<file path="config.mk">
export PLATFORM = sky130hd
export DESIGN_NAME = rchl_regs
export DESIGN_NICKNAME = d
export VERILOG_FILES = /design/src/rchl_pkg.sv /design/src/rchl_regs.sv
export SDC_FILE = /design/constraint.sdc
export NUM_CORES = 1
export LEC_CHECK = 0
export BUFFER_PORTS_ARGS = -buffer_cell sky130_fd_sc_hd__buf_2
export CAP_MARGIN = 25
export CORE_AREA = 2 2 155 157
export CTS_CLUSTER_SIZE = 10
export DETAILED_ROUTE_END_ITERATION = 8
export DIE_AREA = 0 0 157 159
export SLEW_MARGIN = 20
export SYNTH_ARGS = -nofsm -noshare
export SYNTH_HDL_FRONTEND = slang
export SYNTH_SLANG_ARGS = --single-unit
</file>
<file path="constraint.sdc">
create_clock -name mclk -period 1.89 [get_ports mclk]
set_input_delay 0 -clock mclk [delete_from_list [all_inputs] [get_ports mclk]]
set_output_delay 0 -clock mclk [all_outputs]
set_load 0.005 [all_outputs]
</file>
<file path="src/rchl_pkg.sv">
// Purpose: constants for the route capability and owner-host lock registers
// Assumes: big-endian bit numbering in the map, bit 0 is the msb (bit 31 here)
// Notes: offsets are byte addresses within configuration space
package rchl_pkg;
    localparam int ADDR_W = 24;
    localparam int DATA_W = 32;
    localparam logic [23:0] OFS_TABLE_EXTENT = 24'h000034;
    localparam logic [23:0] OFS_MCAST_INFO = 24'h000038;
    localparam logic [23:0] OFS_OWNER_LOCK = 24'h000068;
    localparam logic [15:0] TABLE_EXTENT_VAL = 16'h01FF;
    localparam logic [15:0] FULL_RANGE_MAX = 16'hFFFF;
    localparam logic [15:0] OWNER_ID_RST = 16'hFFFF;
    localparam logic ASSOC_STYLE_VAL = 1'h0;
    localparam logic ASSOC_BREADTH_VAL = 1'h0;
    localparam logic [13:0] IDS_PER_MASK_M1_VAL = 14'h0000;
    localparam logic [15:0] MASK_COUNT_VAL = 16'h0008;
    localparam int ASSOC_STYLE_POS = 31;
    localparam int ASSOC_BREADTH_POS = 30;
    localparam int IDS_PER_MASK_LSB = 16;
    localparam int FIELD16_LSB = 0;
endpackage : rchl_pkg

</file>
<file path="src/rchl_regs.sv">
// Purpose: route table capacity, multicast capability and owner-host lock registers
// Assumes: one maintenance access per strobe, synchronous to mclk
// Notes: read data is registered, one cycle after the read strobe
`timescale 1ns/100ps
module rchl_regs #(
    parameter int NUM_PORTS = 16
) (
    // clock and reset
    input wire logic mclk,
    input wire logic srst,
    // maintenance register access
    input wire logic regRdEn,
    input wire logic regWrEn,
    input wire logic [rchl_pkg::ADDR_W-1:0] regAddr,
    input wire logic [rchl_pkg::DATA_W-1:0] regWrData,
    output logic [rchl_pkg::DATA_W-1:0] regRdData,
    output logic regRdValid,
    // route check per port
    input wire logic [NUM_PORTS-1:0] smallTableMode,
    input wire logic [NUM_PORTS*16-1:0] destId,
    output logic [NUM_PORTS-1:0] destIdValid,
    // lock state
    output logic [15:0] ownerHostId,
    output logic ownerLocked
);
    import rchl_pkg::*;

    // address decode, shared by read and write paths
    logic hitExtent;
    logic hitMcast;
    logic hitOwner;
    logic ownerWr;

    // owner-host field state
    logic [15:0] ownerId_r;
    logic [15:0] ownerId_nxt;
    logic locked_r;
    logic locked_nxt;
    logic [15:0] wrId;
    logic idMatch;
    logic fieldOpen;
    logic takeReq;

    // capability field values, all constants
    logic [15:0] tableExtent;
    logic associationStyle;
    logic associationBreadth;
    logic [13:0] idsPerMaskMinusOne;
    logic [15:0] maskCount;

    // read path
    logic [DATA_W-1:0] rdData_r;
    logic [DATA_W-1:0] rdData_nxt;
    logic [DATA_W-1:0] extentWord;
    logic [DATA_W-1:0] mcastWord;
    logic [DATA_W-1:0] ownerWord;
    logic rdValid_r;

    // route check
    logic [NUM_PORTS-1:0] destValid_r;

    assign hitExtent = (regAddr == OFS_TABLE_EXTENT);
    assign hitMcast = (regAddr == OFS_MCAST_INFO);
    assign hitOwner = (regAddr == OFS_OWNER_LOCK);
    // no requester identity is checked: any host reaches every register
    assign ownerWr = regWrEn && hitOwner;

    assign tableExtent = TABLE_EXTENT_VAL;
    assign associationStyle = ASSOC_STYLE_VAL;
    assign associationBreadth = ASSOC_BREADTH_VAL;
    assign idsPerMaskMinusOne = IDS_PER_MASK_M1_VAL;
    assign maskCount = MASK_COUNT_VAL;

    assign wrId = regWrData[FIELD16_LSB +: 16];
    assign idMatch = (wrId == ownerId_r);
    assign fieldOpen = (ownerId_r == OWNER_ID_RST);
    // a write of the reset pattern leaves the field open
    assign takeReq = fieldOpen && (wrId != OWNER_ID_RST);

    // the field only changes through the owner decode
    always_comb begin
        ownerId_nxt = ownerId_r;
        if (ownerWr) begin
            if (fieldOpen) begin
                ownerId_nxt = wrId;
            end else if (idMatch) begin
                ownerId_nxt = OWNER_ID_RST;
            end else begin
                // held by another host: drop the write
                ownerId_nxt = ownerId_r;
            end
        end
    end

    // the lock flag follows the same decisions as the field
    always_comb begin
        locked_nxt = locked_r;
        if (ownerWr) begin
            if (fieldOpen) begin
                locked_nxt = takeReq;
            end else if (idMatch) begin
                locked_nxt = 1'b0;
            end
        end
    end

    always_ff @(posedge mclk) begin
        if (srst) begin
            ownerId_r <= OWNER_ID_RST;
        end else begin
            ownerId_r <= ownerId_nxt;
        end
    end

    // kept as its own flop so the lock output needs no compare
    always_ff @(posedge mclk) begin
        if (srst) begin
            locked_r <= 1'b0;
        end else begin
            locked_r <= locked_nxt;
        end
    end

    // reserved bits are tied low in every word
    always_comb begin
        extentWord = '0;
        extentWord[FIELD16_LSB +: 16] = tableExtent;
    end

    always_comb begin
        mcastWord = '0;
        mcastWord[ASSOC_STYLE_POS] = associationStyle;
        mcastWord[ASSOC_BREADTH_POS] = associationBreadth;
        mcastWord[IDS_PER_MASK_LSB +: 14] = idsPerMaskMinusOne;
        mcastWord[FIELD16_LSB +: 16] = maskCount;
    end

    always_comb begin
        ownerWord = '0;
        ownerWord[FIELD16_LSB +: 16] = ownerId_r;
    end

    // unmapped offsets read as zero
    // a read in the same cycle as a write returns the old value
    always_comb begin
        rdData_nxt = '0;
        if (hitExtent) begin
            rdData_nxt = extentWord;
        end else if (hitMcast) begin
            rdData_nxt = mcastWord;
        end else if (hitOwner) begin
            rdData_nxt = ownerWord;
        end
    end

    // read data holds until the next read strobe
    always_ff @(posedge mclk) begin
        if (srst) begin
            rdData_r <= '0;
        end else if (regRdEn) begin
            rdData_r <= rdData_nxt;
        end
    end

    // regRdEn delayed one cycle: as many cycles high as the read strobe
    always_ff @(posedge mclk) begin
        if (srst) begin
            rdValid_r <= 1'b0;
        end else begin
            rdValid_r <= regRdEn;
        end
    end

    // one comparator per port; small table mode narrows the accepted range
    // the table-size select itself lives outside this block
    genvar gi;
    generate
        for (gi = 0; gi < NUM_PORTS; gi++) begin : g_port
            logic [15:0] portId;
            logic validNxt;
            assign portId = destId[gi*16 +: 16];
            always_comb begin
                if (smallTableMode[gi]) begin
                    validNxt = (portId <= TABLE_EXTENT_VAL);
                end else begin
                    validNxt = (portId <= FULL_RANGE_MAX);
                end
            end
            always_ff @(posedge mclk) begin
                if (srst) begin
                    destValid_r[gi] <= 1'b0;
                end else begin
                    destValid_r[gi] <= validNxt;
                end
            end
        end
    endgenerate

    assign regRdData = rdData_r;
    assign regRdValid = rdValid_r;
    assign destIdValid = destValid_r;
    assign ownerHostId = ownerId_r;
    assign ownerLocked = locked_r;
endmodule : rchl_regs

</file>
==> results by stage, run 1 <==
Status:
- The run finished with clean final reports.

Global route:
- Entering global routing, the biggest net connects 43 pins.
- The number of global-route vias before repair is 3088.
- The total track usage is 0.0886.
- The initial antenna violation count was 2.
- The first global-routing pass estimated 16.5 mm of wire.
- For this run the aggregate overflow at the end of global routing stands at 0.

Place:
- The placed instance count is 834.
- The placed standard-cell area is 0.00406 mm^2.
- At the placement stage, the worst setup path has a slack of -0.0153 ns.
- The routability congestion estimate from global placement is 0.840.
- The half-perimeter wire length after placement is 9.32 mm.
- Port buffering added 221 buffers.

Cells and area:
- Of the cells placed in the final design, the portion with a size suffix greater than 1 is 0.518.
- The final layout net count is 895.
- The growth of design area from synthesis to finish is 90.5%.
- After the flow finishes, the layout carries non-filler instances totaling 885.
- The final instance area is 0.00467 mm^2.
- Fill cells in the final layout number 2591.
- At the end of the flow the core is filled with cells to 0.202.

Clock network:
- The root buffer cell is sky130_fd_sc_hd__clkbuf_16.
- In this run the deepest clock path goes through 2 buffers.
- The clock insertion delay at the later pin of the skew report is 0.30 ns.
- In this run the number of H-tree levels came out at 2.
- The number of buffers inserted during clock tree synthesis is 5.
- The post-CTS clock slew at the launch and capture registers of the worst setup and hold paths is 0.08 ns.
- The total clock sinks is 50.
- The number of setup buffers added after CTS is 0.
- TritonCTS built the clock tree.

Yosys:
- The number of distinct library cell variants in the gate-level netlist after synthesis is 32.
- The sequential-to-total area share from yosys stat is 0.408.
- The cell area after synthesis is 0.00245 mm^2.
- Synthesis produced 281 cells.
- The post-synthesis area per instance is 8.73 um^2.
- For this run, the number of Yosys warnings is 0.
- The number of synthesized register bits is 50.

Power and ir drop:
- IR analysis of the VDD net gives a maximum drop of 0.000302 V.
- Power spread over the standard cell area amounts to 561 mW/mm^2.
- In this run the static leakage power is 2.17 nW.

Worst setup path:
- The worst setup path is of the reg2reg kind.
- The signal on the critical path passes through nand4_1, or4_4, or4_4, buf_12, nor2_1, o21bai_1.
- STA classifies the critical path startpoint as a register.
- The data required time at the worst endpoint is 2.08 ns.
- The largest fanout on the critical path is 16.
- The delay of the slowest cell on the worst path is 0.53 ns.
- The reg-to-reg endpoint is ownerHostId[13]$_SDFFE_PP1P_.
- The launching point of the worst reg2reg path is ownerHostId[8]$_SDFFE_PP1P_.
- The sort of element at the end of the critical path is a register.
- On the critical path, the stage with the largest delay is an instance of sky130_fd_sc_hd__or4_4.
- Among cell families on the critical path, the largest total delay comes from simple AND/OR/NAND/NOR gates.
- Counting cells, the worst reg-to-reg path comes to 6.
- Counting both buffers and inverters, the worst setup path holds a total of 1.
- Data arrives at the worst endpoint at 2.07 ns.
- The cell repeated most along the worst path is sky130_fd_sc_hd__or4_4.
- The register-to-register path setup slack is 0.02 ns.

Die:
- The initial utilization of the core area, before any placement, comes to 0.106.
- The die is 157 um wide.
- The floorplan has 56 rows.
- The floorplan step set the die height to 159 um.
- For this design the top-level I/O count stands at 398.
- The floorplan core area is 0.0232 mm^2.
- The full die area is 0.0250 mm^2.

Hold path:
- The type of the tightest min-delay check is in2reg.
- The worst hold path begins at regWrData[2].
- The number of instances on the worst hold path is 3.
- The worst hold path endpoint is ownerHostId[2]$_SDFFE_PP1P_.

Route:
- The wire length after detailed routing is 11.4 mm.
- The detail-routed net length per standard cell is 12.9 um.
- The ratio of routed vias to standard cells is 3.58.
- The number of DRC violations after detailed routing is 0.
- The vias after detailed routing is 3166.
- The first detailed-routing pass took 4 iterations.
- The post-detailed-route count of antenna-violating nets is 0.
- The starting DRC count in detailed routing is 79.

Flow run:
- Across the run, the number of max-cap violations was 0.

STA:
- Setup slack closes at 0.0178 ns.
- The final hold violation count is 0.
- The worst path needs 1.87 ns of the cycle, external delays included.
- The headroom to the max-slew limit is 0.655.
- Setup repair after global routing could not meet its margin everywhere.
- The top achievable clock speed is 0.534 GHz.
- The clock skew is 0.00557 ns.
- The final cycle utilization of the critical path is 0.991.
- For the pin with the worst max-slew slack, the measured transition is 0.517 ns.
- The final setup violation count is 0.
- The number of max-slew violations in the final report is 0.
- The post-route worst hold slack is 0.00710 ns.
## where the power goes
| part | total, W | internal [W] | leakage (nW) | switching [W] |
|---|---|---|---|---|
| logic | 0.000415 | 0.000251 | 1.68 | 0.000164 |
| clock network | 0.00112 | 0.000634 | 0.0844 | 0.000483 |
| registers | 0.00109 | 0.00108 | 0.405 | 0.00000923 |
## state kept, by name (all words and copies together), names as in the netlist
| signal | count |
|---|---|
| destIdValid | 16 |
| ownerHostId | 16 |
| regRdData | 16 |
| ownerLocked | 1 |
| regRdValid | 1 |
## cells in the mapped netlist (all sizes together)
cell type,instances,area (um^2)
nand2,18,67.6
nand3,1,5.00
nand4bb,1,11.3
nor2,26,123
nor4,24,163
clkbuf,8,30.0
o21bai,16,120
or3b,1,8.76
or4b,1,10.0
inv,1,3.75
or4bb,1,11.3
a211oi,1,7.51
mux2i,1,10.0
nor2b,8,50.1
xnor2,17,149
dfxtp,50,1000
nor3,18,95.1
or4,2,15.0
o221a,8,90.1
o41ai,1,27.5
conb,1,3.75
buf,20,146
nand4,12,75.1
o21ba,1,10.0
nand3b,1,7.51
or2b,1,7.51
a21oi,41,205
## cells by family after synthesis
family          share of synthesized area
compound gates                      0.188
other cells                       0.00153
simple gates                        0.265
buf+inv                            0.0734
flops                               0.408
mux                               0.00408
xor+xnor                           0.0607
## worst reg2reg max path: stages, from the launching register on
cell and delay (ns):
sky130_fd_sc_hd__dfxtp_2 0.34, sky130_fd_sc_hd__nand4_1 0.11, sky130_fd_sc_hd__or4_4 0.53, sky130_fd_sc_hd__or4_4 0.45, sky130_fd_sc_hd__buf_12 0.18, sky130_fd_sc_hd__nor2_1 0.09, sky130_fd_sc_hd__o21bai_1 0.06
## stage by stage
stage	setup TNS, ns	power, W
after global routing	-0.587	0.00276
after floorplan	-0.234	0.00124
after global placement	-0.0179	0.00146
after CTS	0	0.00268
after detailed placement	-0.0570	0.00146
final	0	0.00262
## how the worst max path moves through the flow
stage | from | end | slack (ns) | cells after the start
final | ownerHostId[8]$_SDFFE_PP1P_ | ownerHostId[13]$_SDFFE_PP1P_ | 0.02 | 6
after global routing | ownerHostId[8]$_SDFFE_PP1P_ | ownerHostId[12]$_SDFFE_PP1P_ | -0.06 | 6
after CTS | ownerHostId[8]$_SDFFE_PP1P_ | ownerHostId[11]$_SDFFE_PP1P_ | 0.02 | 6
after detailed placement | regAddr[2] | ownerHostId[8]$_SDFFE_PP1P_ | -0.02 | 7
after global placement | regAddr[2] | ownerHostId[1]$_SDFFE_PP1P_ | -0.01 | 7
after floorplan | ownerHostId[10]$_SDFFE_PP1P_ | ownerHostId[15]$_SDFFE_PP1P_ | -0.02 | 7
## cell type report
class,count,area [um^2],area share
repair buffers,288,1740,0.372
multi-input cells,217,1340,0.288
flip-flops and latches,50,1010,0.217
well taps,319,399,0.0854
clock buffers,5,125,0.0268
clock inverters,3,47.5,0.0102
diodes,2,5.00,0.00107
inverters,1,3.75,0.000803
## per-layer routing
metal / GRT usage / wire, um / vias to the layer above
met1: 0.106 / 4910 / 1407
met5: 0 / 0 / -
li1: - / - / 1570
met4: 0.0188 / 97 / 0
met2: 0.154 / 5360 / 181
met3: 0.0283 / 1060 / 8
## layout by cell type (no fill, tap or decap), drive strengths merged
cell type	count
a211oi	1
a21oi	41
buf	247
bufinv	1
clkbuf	5
clkinv	1
conb	16
dfxtp	50
diode	2
dlygate4sd3	41
inv	2
mux2i	1
nand2	18
nand3	1
nand3b	1
nand4	12
nand4bb	1
nor2	26
nor2b	8
nor3	18
nor4	24
o21ba	1
o21bai	16
o221a	8
o41ai	1
or2b	1
or3b	1
or4	2
or4b	1
or4bb	1
xnor2	17
## what timing repair did
action,CTS,global route
pin swaps,0,0
setup endpoints to repair,16,16
cloned,0,0
endpoints found under the hold margin,25,0
resized for setup,3,4
hold buffers,41,0
No activity file was read; power rests on OpenSTA's default activity.
==> run 2: changes to the inputs <==
--- a/config.mk
+++ b/config.mk
@@ -7,10 +7,11 @@
 export LEC_CHECK = 0
 export BUFFER_PORTS_ARGS = -buffer_cell sky130_fd_sc_hd__buf_2
 export CAP_MARGIN = 25
-export CORE_AREA = 2 2 155 157
+export CORE_AREA = 3 3 151 153
 export CTS_CLUSTER_SIZE = 10
 export DETAILED_ROUTE_END_ITERATION = 8
-export DIE_AREA = 0 0 157 159
+export DIE_AREA = 0 0 154 156
+export SETUP_SLACK_MARGIN = 0.2
 export SLEW_MARGIN = 20
 export SYNTH_ARGS = -nofsm -noshare
 export SYNTH_HDL_FRONTEND = slang
==> run 2 against run 1 <==
The flow now finishes with violations (setup timing). Flip-flop and latch count is the same. Global-route usage rose by 0.35 points. Critical endpoint is now ownerHostId[1]$_SDFFE_PP1P_. Via count increased by 1.7%.
==> results by stage, run 2 (synthesis gave the netlist of run 1 again) <==
Status:
- Run status: complete, but fails checks (was finished clean).
- The checks that failed: setup timing.

Global route:
- The total congestion overflow after global routing is 0 (unchanged).
- The initial antenna violation count is 1 (was 2).
- The number of global-route vias before repair is 3224 (was 3088).
- The maximum number of pins on one net before global-route repair is 26 (was 43).
- The total track usage is 0.0921 (was 0.0886).
- The first-pass GRT wire length is 17.0 mm (was 16.5 mm).

Power and ir drop:
- The reported leakage power is 2.21 nW (was 2.17 nW).
- The net switching component of the power was 0.000674 W (was 0.000657 W).
- The switching share of power is 0.267 (was 0.250).
- The worst voltage drop across the vdd grid is 0.000333 V (was 0.000302 V).
- The combinational share of power is 0.170 (was 0.158).
- The share of total power in the clock network came to 0.397 (was 0.426).
- The sequential cell fraction of total power is 0.433 (was 0.416).
- The internal power component came to 0.00185 W (was 0.00197 W).
- The power density over the cells came to 541 mW/mm^2 (was 561 mW/mm^2).
- The power consumption is 0.00252 W (was 0.00262 W).

STA:
- The clock skew is 0.00630 ns (was 0.00557 ns).
- The post-route worst hold slack came to 0.00669 ns (was 0.00710 ns).
- The top achievable clock speed is 0.521 GHz (was 0.534 GHz).
- The number of max-slew violations in the final report was 0 (unchanged).
- The final hold violation count is 0 (unchanged).
- The setup TNS is -0.168 ns (was 0 ns).
- The final worst slack is -0.0281 ns (was 0.0178 ns).
- The final setup violation count is 12 (was 0).
- The time the worst path needs with I/O delays and setup is 1.92 ns (was 1.87 ns).
- The final cycle utilization of the critical path is 1.01 (was 0.991).
- Setup repair after global routing missed its margin: true (unchanged).

Route:
- The wire length after detailed routing is 11.8 mm (was 11.4 mm).
- The number of iterations in the first detailed-routing pass is 4 (unchanged).
- The number of DRC violations after detailed routing is 0 (unchanged).
- The post-detailed-route count of antenna-violating nets is 0 (unchanged).
- The starting DRC count in detailed routing is 120 (was 79).
- The detail-routed net length per standard cell came to 13.9 um (was 12.9 um).
- The vias after detailed routing is 3219 (was 3166).
- The ratio of routed vias to standard cells is 3.80 (was 3.58).

Worst setup path:
- The cell repeated most along the worst path was sky130_fd_sc_hd__or4_4 (unchanged).
- The launching point of the worst reg2reg path is ownerHostId[10]$_SDFFE_PP1P_ (was ownerHostId[8]$_SDFFE_PP1P_).
- The data arrival time of the critical path is 2.13 ns (was 2.07 ns).
- The sort of element at the end of the critical path is a register (unchanged).
- The largest fanout on the critical path is 16 (unchanged).
- The kind of launch point of the worst setup path is a register (unchanged).
- The buffering stage count on the worst path with inverters included is 1 (unchanged).
- The data required time at the worst endpoint is 2.10 ns (was 2.08 ns).
- The family with the most delay on the worst path is simple AND/OR/NAND/NOR gates (unchanged).
- The delay of the slowest cell on the worst path came to 0.56 ns (was 0.53 ns).
- The critical path startpoint was ownerHostId[10]$_SDFFE_PP1P_ (was ownerHostId[8]$_SDFFE_PP1P_).
- The cell type of the slowest stage on the worst timing path is sky130_fd_sc_hd__or4_4 (unchanged).
- The category of the most critical setup path is reg2reg (unchanged).
- Worst path cell trace: nand4_1, or4_4, or4_4, buf_12, nor2_1, o21bai_1 (unchanged).

Cells and area:
- The final layout net count was 898 (was 895).
- The share of layout cells above drive strength 1 is 0.520 (was 0.518).
- Most frequent cells in the layout: sky130_fd_sc_hd__buf_2, sky130_fd_sc_hd__dlygate4sd3_1, sky130_fd_sc_hd__a21oi_1, sky130_fd_sc_hd__dfxtp_1, sky130_fd_sc_hd__buf_4 (was sky130_fd_sc_hd__buf_2, sky130_fd_sc_hd__a21oi_1, sky130_fd_sc_hd__dfxtp_1, sky130_fd_sc_hd__dlygate4sd3_1, sky130_fd_sc_hd__buf_4).
- The number of cells in the finished layout apart from fillers is 848 (was 885).
- The core occupancy in the finished layout came to 0.215 (was 0.202).
- The growth of design area from synthesis to finish was 90.0% (was 90.5%).
- The most common cell after layout, fill and taps aside is sky130_fd_sc_hd__buf_2 (unchanged).

Die:
- The full die area was 0.0240 mm^2 (was 0.0250 mm^2).
- The die outline width was 154 um (was 157 um).
- The number of top-level pins is 398 (unchanged).
- The die boundary height came to 156 um (was 159 um).
- The floorplan core area is 0.0217 mm^2 (was 0.0232 mm^2).
- The standard-cell row count was 54 (was 56).
- The starting density of the core is 0.113 (was 0.106).

Flow run:
- The number of maximum-capacitance constraint violations is 0 (unchanged).

Clock network:
- The post-CTS clock slew at the launch and capture registers of the worst setup and hold paths is 0.08 ns (about the same).
- The root buffer cell is sky130_fd_sc_hd__clkbuf_16 (unchanged).
- The clock tree from TritonCTS is yes (unchanged).
- The clock insertion delay at the later pin of the skew report is 0.31 ns (was 0.30 ns).
- The number of buffers on the longest clock path came to 2 (unchanged).
- The number of buffers inserted during clock tree synthesis is 5 (unchanged).
- The maximum level of the CTS H-tree is 2 (unchanged).
- The total clock sinks is 50 (unchanged).
- The post-CTS repair timing setup buffer count came to 0 (unchanged).

Place:
- The placed instance count was 796 (was 834).
- The count of port buffers added during placement came to 221 (unchanged).
- The routability congestion estimate from global placement is 0.807 (was 0.840).
- The half-perimeter wire length after placement is 9.60 mm (was 9.32 mm).

Hold path:
- The type of the tightest min-delay check is in2reg (unchanged).
- The start point of the worst min-delay path is regWrData[4] (was regWrData[2]).
-- run 2: cell types whose count changed in the layout (fill, tap and decap cells not counted), moves of 2 or more --
| cell | before | now |
|---|---|---|
| sky130_fd_sc_hd__xnor2_2 | 0 | 5 |
| sky130_fd_sc_hd__nor2_2 | 13 | 10 |
| sky130_fd_sc_hd__nor2_1 | 13 | 16 |
| sky130_fd_sc_hd__dlygate4sd3_1 | 41 | 43 |
| sky130_fd_sc_hd__xnor2_1 | 17 | 12 |
-- run 2: metrics by stage --
step | worst slack (ns) | area, um^2
after floorplan | -0.0237 | 2520
after CTS | -0.0246 | 4620
after global placement | -0.0343 | 4020
after detailed placement | -0.0593 | 4020
final | -0.0281 | 4660
after global routing | -0.0946 | 4660
-- run 2: power by group through the flow --
stage	Sequential, W	Clock [W]	Combinational [W]
final	0.00109	0.00100	0.000428
after global routing	0.00109	0.00109	0.000472
after CTS	0.00109	0.00106	0.000426
after detailed placement	0.00112	0	0.000354
after global placement	0.00111	0	0.000349
after floorplan	0.00112	0	0.000121
-- run 2: path summary, 6_finish.rpt --
| check | slack (ns) | end | depth (start not counted) |
|---|---|---|---|
| setup / recovery | -0.03 | ownerHostId[1]$_SDFFE_PP1P_ | 6 |
| hold / removal | 0.007 | ownerHostId[4]$_SDFFE_PP1P_ | 3 |
| setup reg to reg | -0.03 | ownerHostId[1]$_SDFFE_PP1P_ | 6 |
| hold reg to reg | 0.50 | regRdData[3]$_SDFFE_PP0P_ | 2 |
-- run 2: worst reg2reg max path: cells and delay by family, from the launching register on --
kind	cells	cell delay [ns]
and+or+nand+nor	4	1.24
buffers and inverters	1	0.18
DFF	1	0.33
AOI/OAI and AO/OA	1	0.06
-- run 2: what timing repair did --
action,4_1_cts,5_1_grt
gates resized for setup,4,5
endpoints found under the setup margin,16,17
endpoints found under the hold margin,28,0
pin swaps,0,6
hold buffers,43,0
gates cloned,0,0
-- run 2: layer usage --
metal,track usage,up-vias,share of wire
li1,-,1567,-
met1,0.114,1469,0.43
met2,0.151,171,0.46
met3,0.0313,12,0.093
met4,0.0303,0,0.017
met5,0,-,0
-- run 2: final cells by class --
class	count	area, um^2
Multi-Input combinational cell	217	1370
Tap cell	280	350
Fill cell	2422	17000
Clock buffer	5	125
Sequential cell	50	1010
Timing Repair Buffer	291	1760
Antenna cell	1	2.50
Clock inverter	3	28.8
Inverter	1	3.75
==> run 3: changes to the inputs <==
--- a/config.mk
+++ b/config.mk
@@ -5,7 +5,7 @@
 export SDC_FILE = /design/constraint.sdc
 export NUM_CORES = 1
 export LEC_CHECK = 0
-export BUFFER_PORTS_ARGS = -buffer_cell sky130_fd_sc_hd__buf_2
+export BUFFER_PORTS_ARGS = -buffer_cell sky130_fd_sc_hd__clkbuf_2
 export CAP_MARGIN = 25
 export CORE_AREA = 3 3 151 153
 export CTS_CLUSTER_SIZE = 10
==> run 3 against run 2 <==
Largest power group unchanged. Largest cell class unchanged. Utilization grew 0.46 points. Register-to-register slack is essentially flat. Routed wire length grew 1.5%. Worst setup slack lost 0.012 ns. The flow still finishes with violations (setup timing).
==> results by stage, run 3 (synthesis gave the netlist of run 1 again) <==
Status:
- Run status: complete, but fails checks (unchanged).
- Violations in the final reports: setup timing (unchanged).

STA:
- At the pin with the least slew margin, the transition time is 0.506 ns.
- The clock skew is 0.00816 ns (was 0.00630 ns).
- The final setup violation count was 10 (was 12).
- The final worst slack is -0.0397 ns (was -0.0281 ns).
- The number of max-slew violations in the final report is 0 (unchanged).
- The final cycle utilization of the critical path is 1.02 (was 1.01).
- The headroom to the max-slew limit is 0.663.
- The final hold violation count is 0 (unchanged).
- The setup TNS was -0.151 ns (was -0.168 ns).
- The top achievable clock speed is 0.518 GHz (was 0.521 GHz).
- Setup repair after global routing missed its margin: true (unchanged).
- The time the worst path needs with I/O delays and setup came to 1.93 ns (was 1.92 ns).
- The post-route worst hold slack is 0.00296 ns (was 0.00669 ns).

Worst setup path:
- The category of the most critical setup path is reg2reg (unchanged).
- Worst path cell trace: nand4_1, or4_4, or4_4, clkbuf_16, nor2_2, o21bai_1 (was nand4_1, or4_4, or4_4, buf_12, nor2_1, o21bai_1).
- The sort of element at the end of the critical path is a register (unchanged).
- The launching point of the worst reg2reg path is ownerHostId[13]$_SDFFE_PP1P_ (was ownerHostId[10]$_SDFFE_PP1P_).
- The data required time at the worst endpoint is 2.09 ns (was 2.10 ns).
- The largest fanout on the critical path is 8 (was 16).
- The worst reg2reg path depth is 6 (unchanged).
- The kind of launch point of the worst setup path is a register (unchanged).
- The register-to-register path setup slack came to -0.04 ns (was -0.03 ns).
- The reg-to-reg endpoint is ownerHostId[8]$_SDFFE_PP1P_ (was ownerHostId[1]$_SDFFE_PP1P_).
- The delay of the slowest cell on the worst path came to 0.51 ns (was 0.56 ns).
- The cell type of the slowest stage on the worst timing path is sky130_fd_sc_hd__or4_4 (unchanged).
- The cell repeated most along the worst path is sky130_fd_sc_hd__or4_4 (unchanged).
- The data arrival time of the critical path is 2.13 ns (about the same).

Clock network:
- The post-CTS clock slew at the launch and capture registers of the worst setup and hold paths came to 0.08 ns (about the same).
- The number of buffers on the longest clock path is 2 (unchanged).
- The maximum level of the CTS H-tree is 2 (unchanged).
- The clock insertion delay at the later pin of the skew report was 0.31 ns (about the same).
- The root buffer cell is sky130_fd_sc_hd__clkbuf_16 (unchanged).
- The total clock sinks is 50 (unchanged).
- The number of buffers inserted during clock tree synthesis is 5 (unchanged).
- The clock tree from TritonCTS is yes (unchanged).

Route:
- The number of iterations in the first detailed-routing pass came to 4 (unchanged).
- The detail-routed net length per standard cell is 14.1 um (was 13.9 um).
- The number of DRC violations after detailed routing was 0 (unchanged).
- The starting DRC count in detailed routing is 137 (was 120).
- The vias after detailed routing is 3227 (was 3219).
- The ratio of routed vias to standard cells came to 3.80 (about the same).
- The wire length after detailed routing is 12.0 mm (was 11.8 mm).
- The post-detailed-route count of antenna-violating nets is 0 (unchanged).

Die:
- The die boundary height is 156 um (unchanged).
- The floorplan core area came to 0.0217 mm^2 (unchanged).
- The standard-cell row count is 54 (unchanged).
- The starting density of the core is 0.113 (unchanged).
- The die outline width came to 154 um (unchanged).
- The number of top-level pins is 398 (unchanged).
- The full die area is 0.0240 mm^2 (unchanged).

Place:
- The routability congestion estimate from global placement is 0.780 (was 0.807).
- The half-perimeter wire length after placement was 9.59 mm (was 9.60 mm).
- The count of port buffers added during placement is 221 (unchanged).

Hold path:
- The start point of the worst min-delay path was regWrData[15] (was regWrData[4]).
- The type of the tightest min-delay check was in2reg (unchanged).
- The number of instances on the worst hold path came to 3 (unchanged).
- The worst hold path endpoint is ownerHostId[15]$_SDFFE_PP1P_ (was ownerHostId[4]$_SDFFE_PP1P_).

Cells and area:
- The final layout net count was 899 (was 898).
- The fill cell total of the finished layout is 2379 (was 2422).
- The share of layout cells above drive strength 1 was 0.548 (was 0.520).
- Most frequent cells in the layout: sky130_fd_sc_hd__clkbuf_2, sky130_fd_sc_hd__dlygate4sd3_1, sky130_fd_sc_hd__a21oi_1, sky130_fd_sc_hd__dfxtp_1, sky130_fd_sc_hd__buf_4 (was sky130_fd_sc_hd__buf_2, sky130_fd_sc_hd__dlygate4sd3_1, sky130_fd_sc_hd__a21oi_1, sky130_fd_sc_hd__dfxtp_1, sky130_fd_sc_hd__buf_4).
- The most common cell after layout, fill and taps aside was sky130_fd_sc_hd__clkbuf_2 (was sky130_fd_sc_hd__buf_2).
- The growth of design area from synthesis to finish was 94.0% (was 90.0%).

Power and ir drop:
- The reported leakage power is 2.29 nW (was 2.21 nW).
- The power density over the cells is 533 mW/mm^2 (was 541 mW/mm^2).
- The worst voltage drop across the vdd grid is 0.000296 V (was 0.000333 V).

Global route:
- The maximum number of pins on one net before global-route repair is 25 (was 26).
- The number of global-route vias before repair is 3116 (was 3224).
- The first-pass GRT wire length is 17.3 mm (was 17.0 mm).
- The total track usage is 0.0941 (was 0.0921).
- The initial antenna violation count is 2 (was 1).
- The total congestion overflow after global routing is 0 (unchanged).

Flow run:
- The number of maximum-capacitance constraint violations came to 0 (unchanged).
run 3: changes by cell type in the layout (fill, tap and decap cells not counted), moves of 2 or more:
cell,delta
sky130_fd_sc_hd__dfxtp_2,+3
sky130_fd_sc_hd__xnor2_2,+3
sky130_fd_sc_hd__dfxtp_1,-3
sky130_fd_sc_hd__nor2_2,+4
sky130_fd_sc_hd__nor2_4,+2
sky130_fd_sc_hd__buf_2,-221
sky130_fd_sc_hd__buf_4,-2
sky130_fd_sc_hd__clkbuf_2,+221
sky130_fd_sc_hd__xnor2_1,-3
sky130_fd_sc_hd__buf_6,+2
sky130_fd_sc_hd__nor2_1,-6
run 3: report_power, final:
part / switching [W] / internal (W) / total [W]
clock: 0.000505 / 0.000508 / 0.00101
combinational: 0.000173 / 0.000259 / 0.000432
sequential: 0.0000111 / 0.00108 / 0.00109
total: 0.000689 / 0.00185 / 0.00254
run 3: worst max-delay path, delay by kind of cell (launching register included):
kind | cells | cell delay (ns)
and+or+nand+nor | 4 | 1.22
AOI/OAI and AO/OA | 1 | 0.07
buffers and inverters | 1 | 0.20
DFF | 1 | 0.34
run 3: worst max-delay path by stage:
stage                                 startpoint                            to  cells past startpoint
floorplan           ownerHostId[10]$_SDFFE_PP1P_  ownerHostId[15]$_SDFFE_PP1P_                      7
global route        ownerHostId[13]$_SDFFE_PP1P_  ownerHostId[12]$_SDFFE_PP1P_                      6
global placement                     regAddr[21]     regRdData[7]$_SDFFE_PP0P_                      7
finish              ownerHostId[13]$_SDFFE_PP1P_   ownerHostId[8]$_SDFFE_PP1P_                      6
detailed placement                   regAddr[21]     regRdData[7]$_SDFFE_PP0P_                      7
CTS                  ownerHostId[5]$_SDFFE_PP1P_  ownerHostId[14]$_SDFFE_PP1P_                      6
run 3: metal layers:
metal | global-route usage | wire length, um
met1 | 0.112 | 4900
met2 | 0.162 | 5700
met3 | 0.0352 | 1210
met4 | 0.0227 | 133
met5 | 0 | 7
run 3: area by class of cell:
class | count | area, um^2 | area share
Tap cell | 280 | 350 | 0.0736
Multi-Input combinational cell | 217 | 1440 | 0.302
Clock inverter | 3 | 28.8 | 0.00605
Clock buffer | 5 | 125 | 0.0263
Timing Repair Buffer | 292 | 1800 | 0.378
Inverter | 1 | 3.75 | 0.000789
Antenna cell | 1 | 2.50 | 0.000526
Sequential cell | 50 | 1020 | 0.213
run 3: metrics by stage:
| step | utilization | cell area, um^2 | instances | setup WS, ns | total power (W) |
|---|---|---|---|---|---|
| after CTS | 0.213 | 4610 | 846 | 0.00212 | 0.00259 |
| after global placement | 0.185 | 4020 | 796 | -0.0451 | 0.00147 |
| after detailed placement | 0.185 | 4020 | 796 | -0.0760 | 0.00147 |
| final | 0.219 | 4760 | 849 | -0.0397 | 0.00254 |
| after global routing | 0.219 | 4760 | 849 | -0.0763 | 0.00268 |
| after floorplan | - | 2520 | 296 | -0.0237 | 0.00124 |
run 3: timing repair:
| item | in CTS | in global routing |
|---|---|---|
| resized for setup | 4 | 24 |
| cloned | 0 | 2 |
| pin swaps | 1 | 8 |
| buffers inserted | 0 | 0 |
| hold buffers | 42 | 0 |
| setup endpoints to repair | 16 | 25 |
| hold endpoints to repair | 26 | 0 |
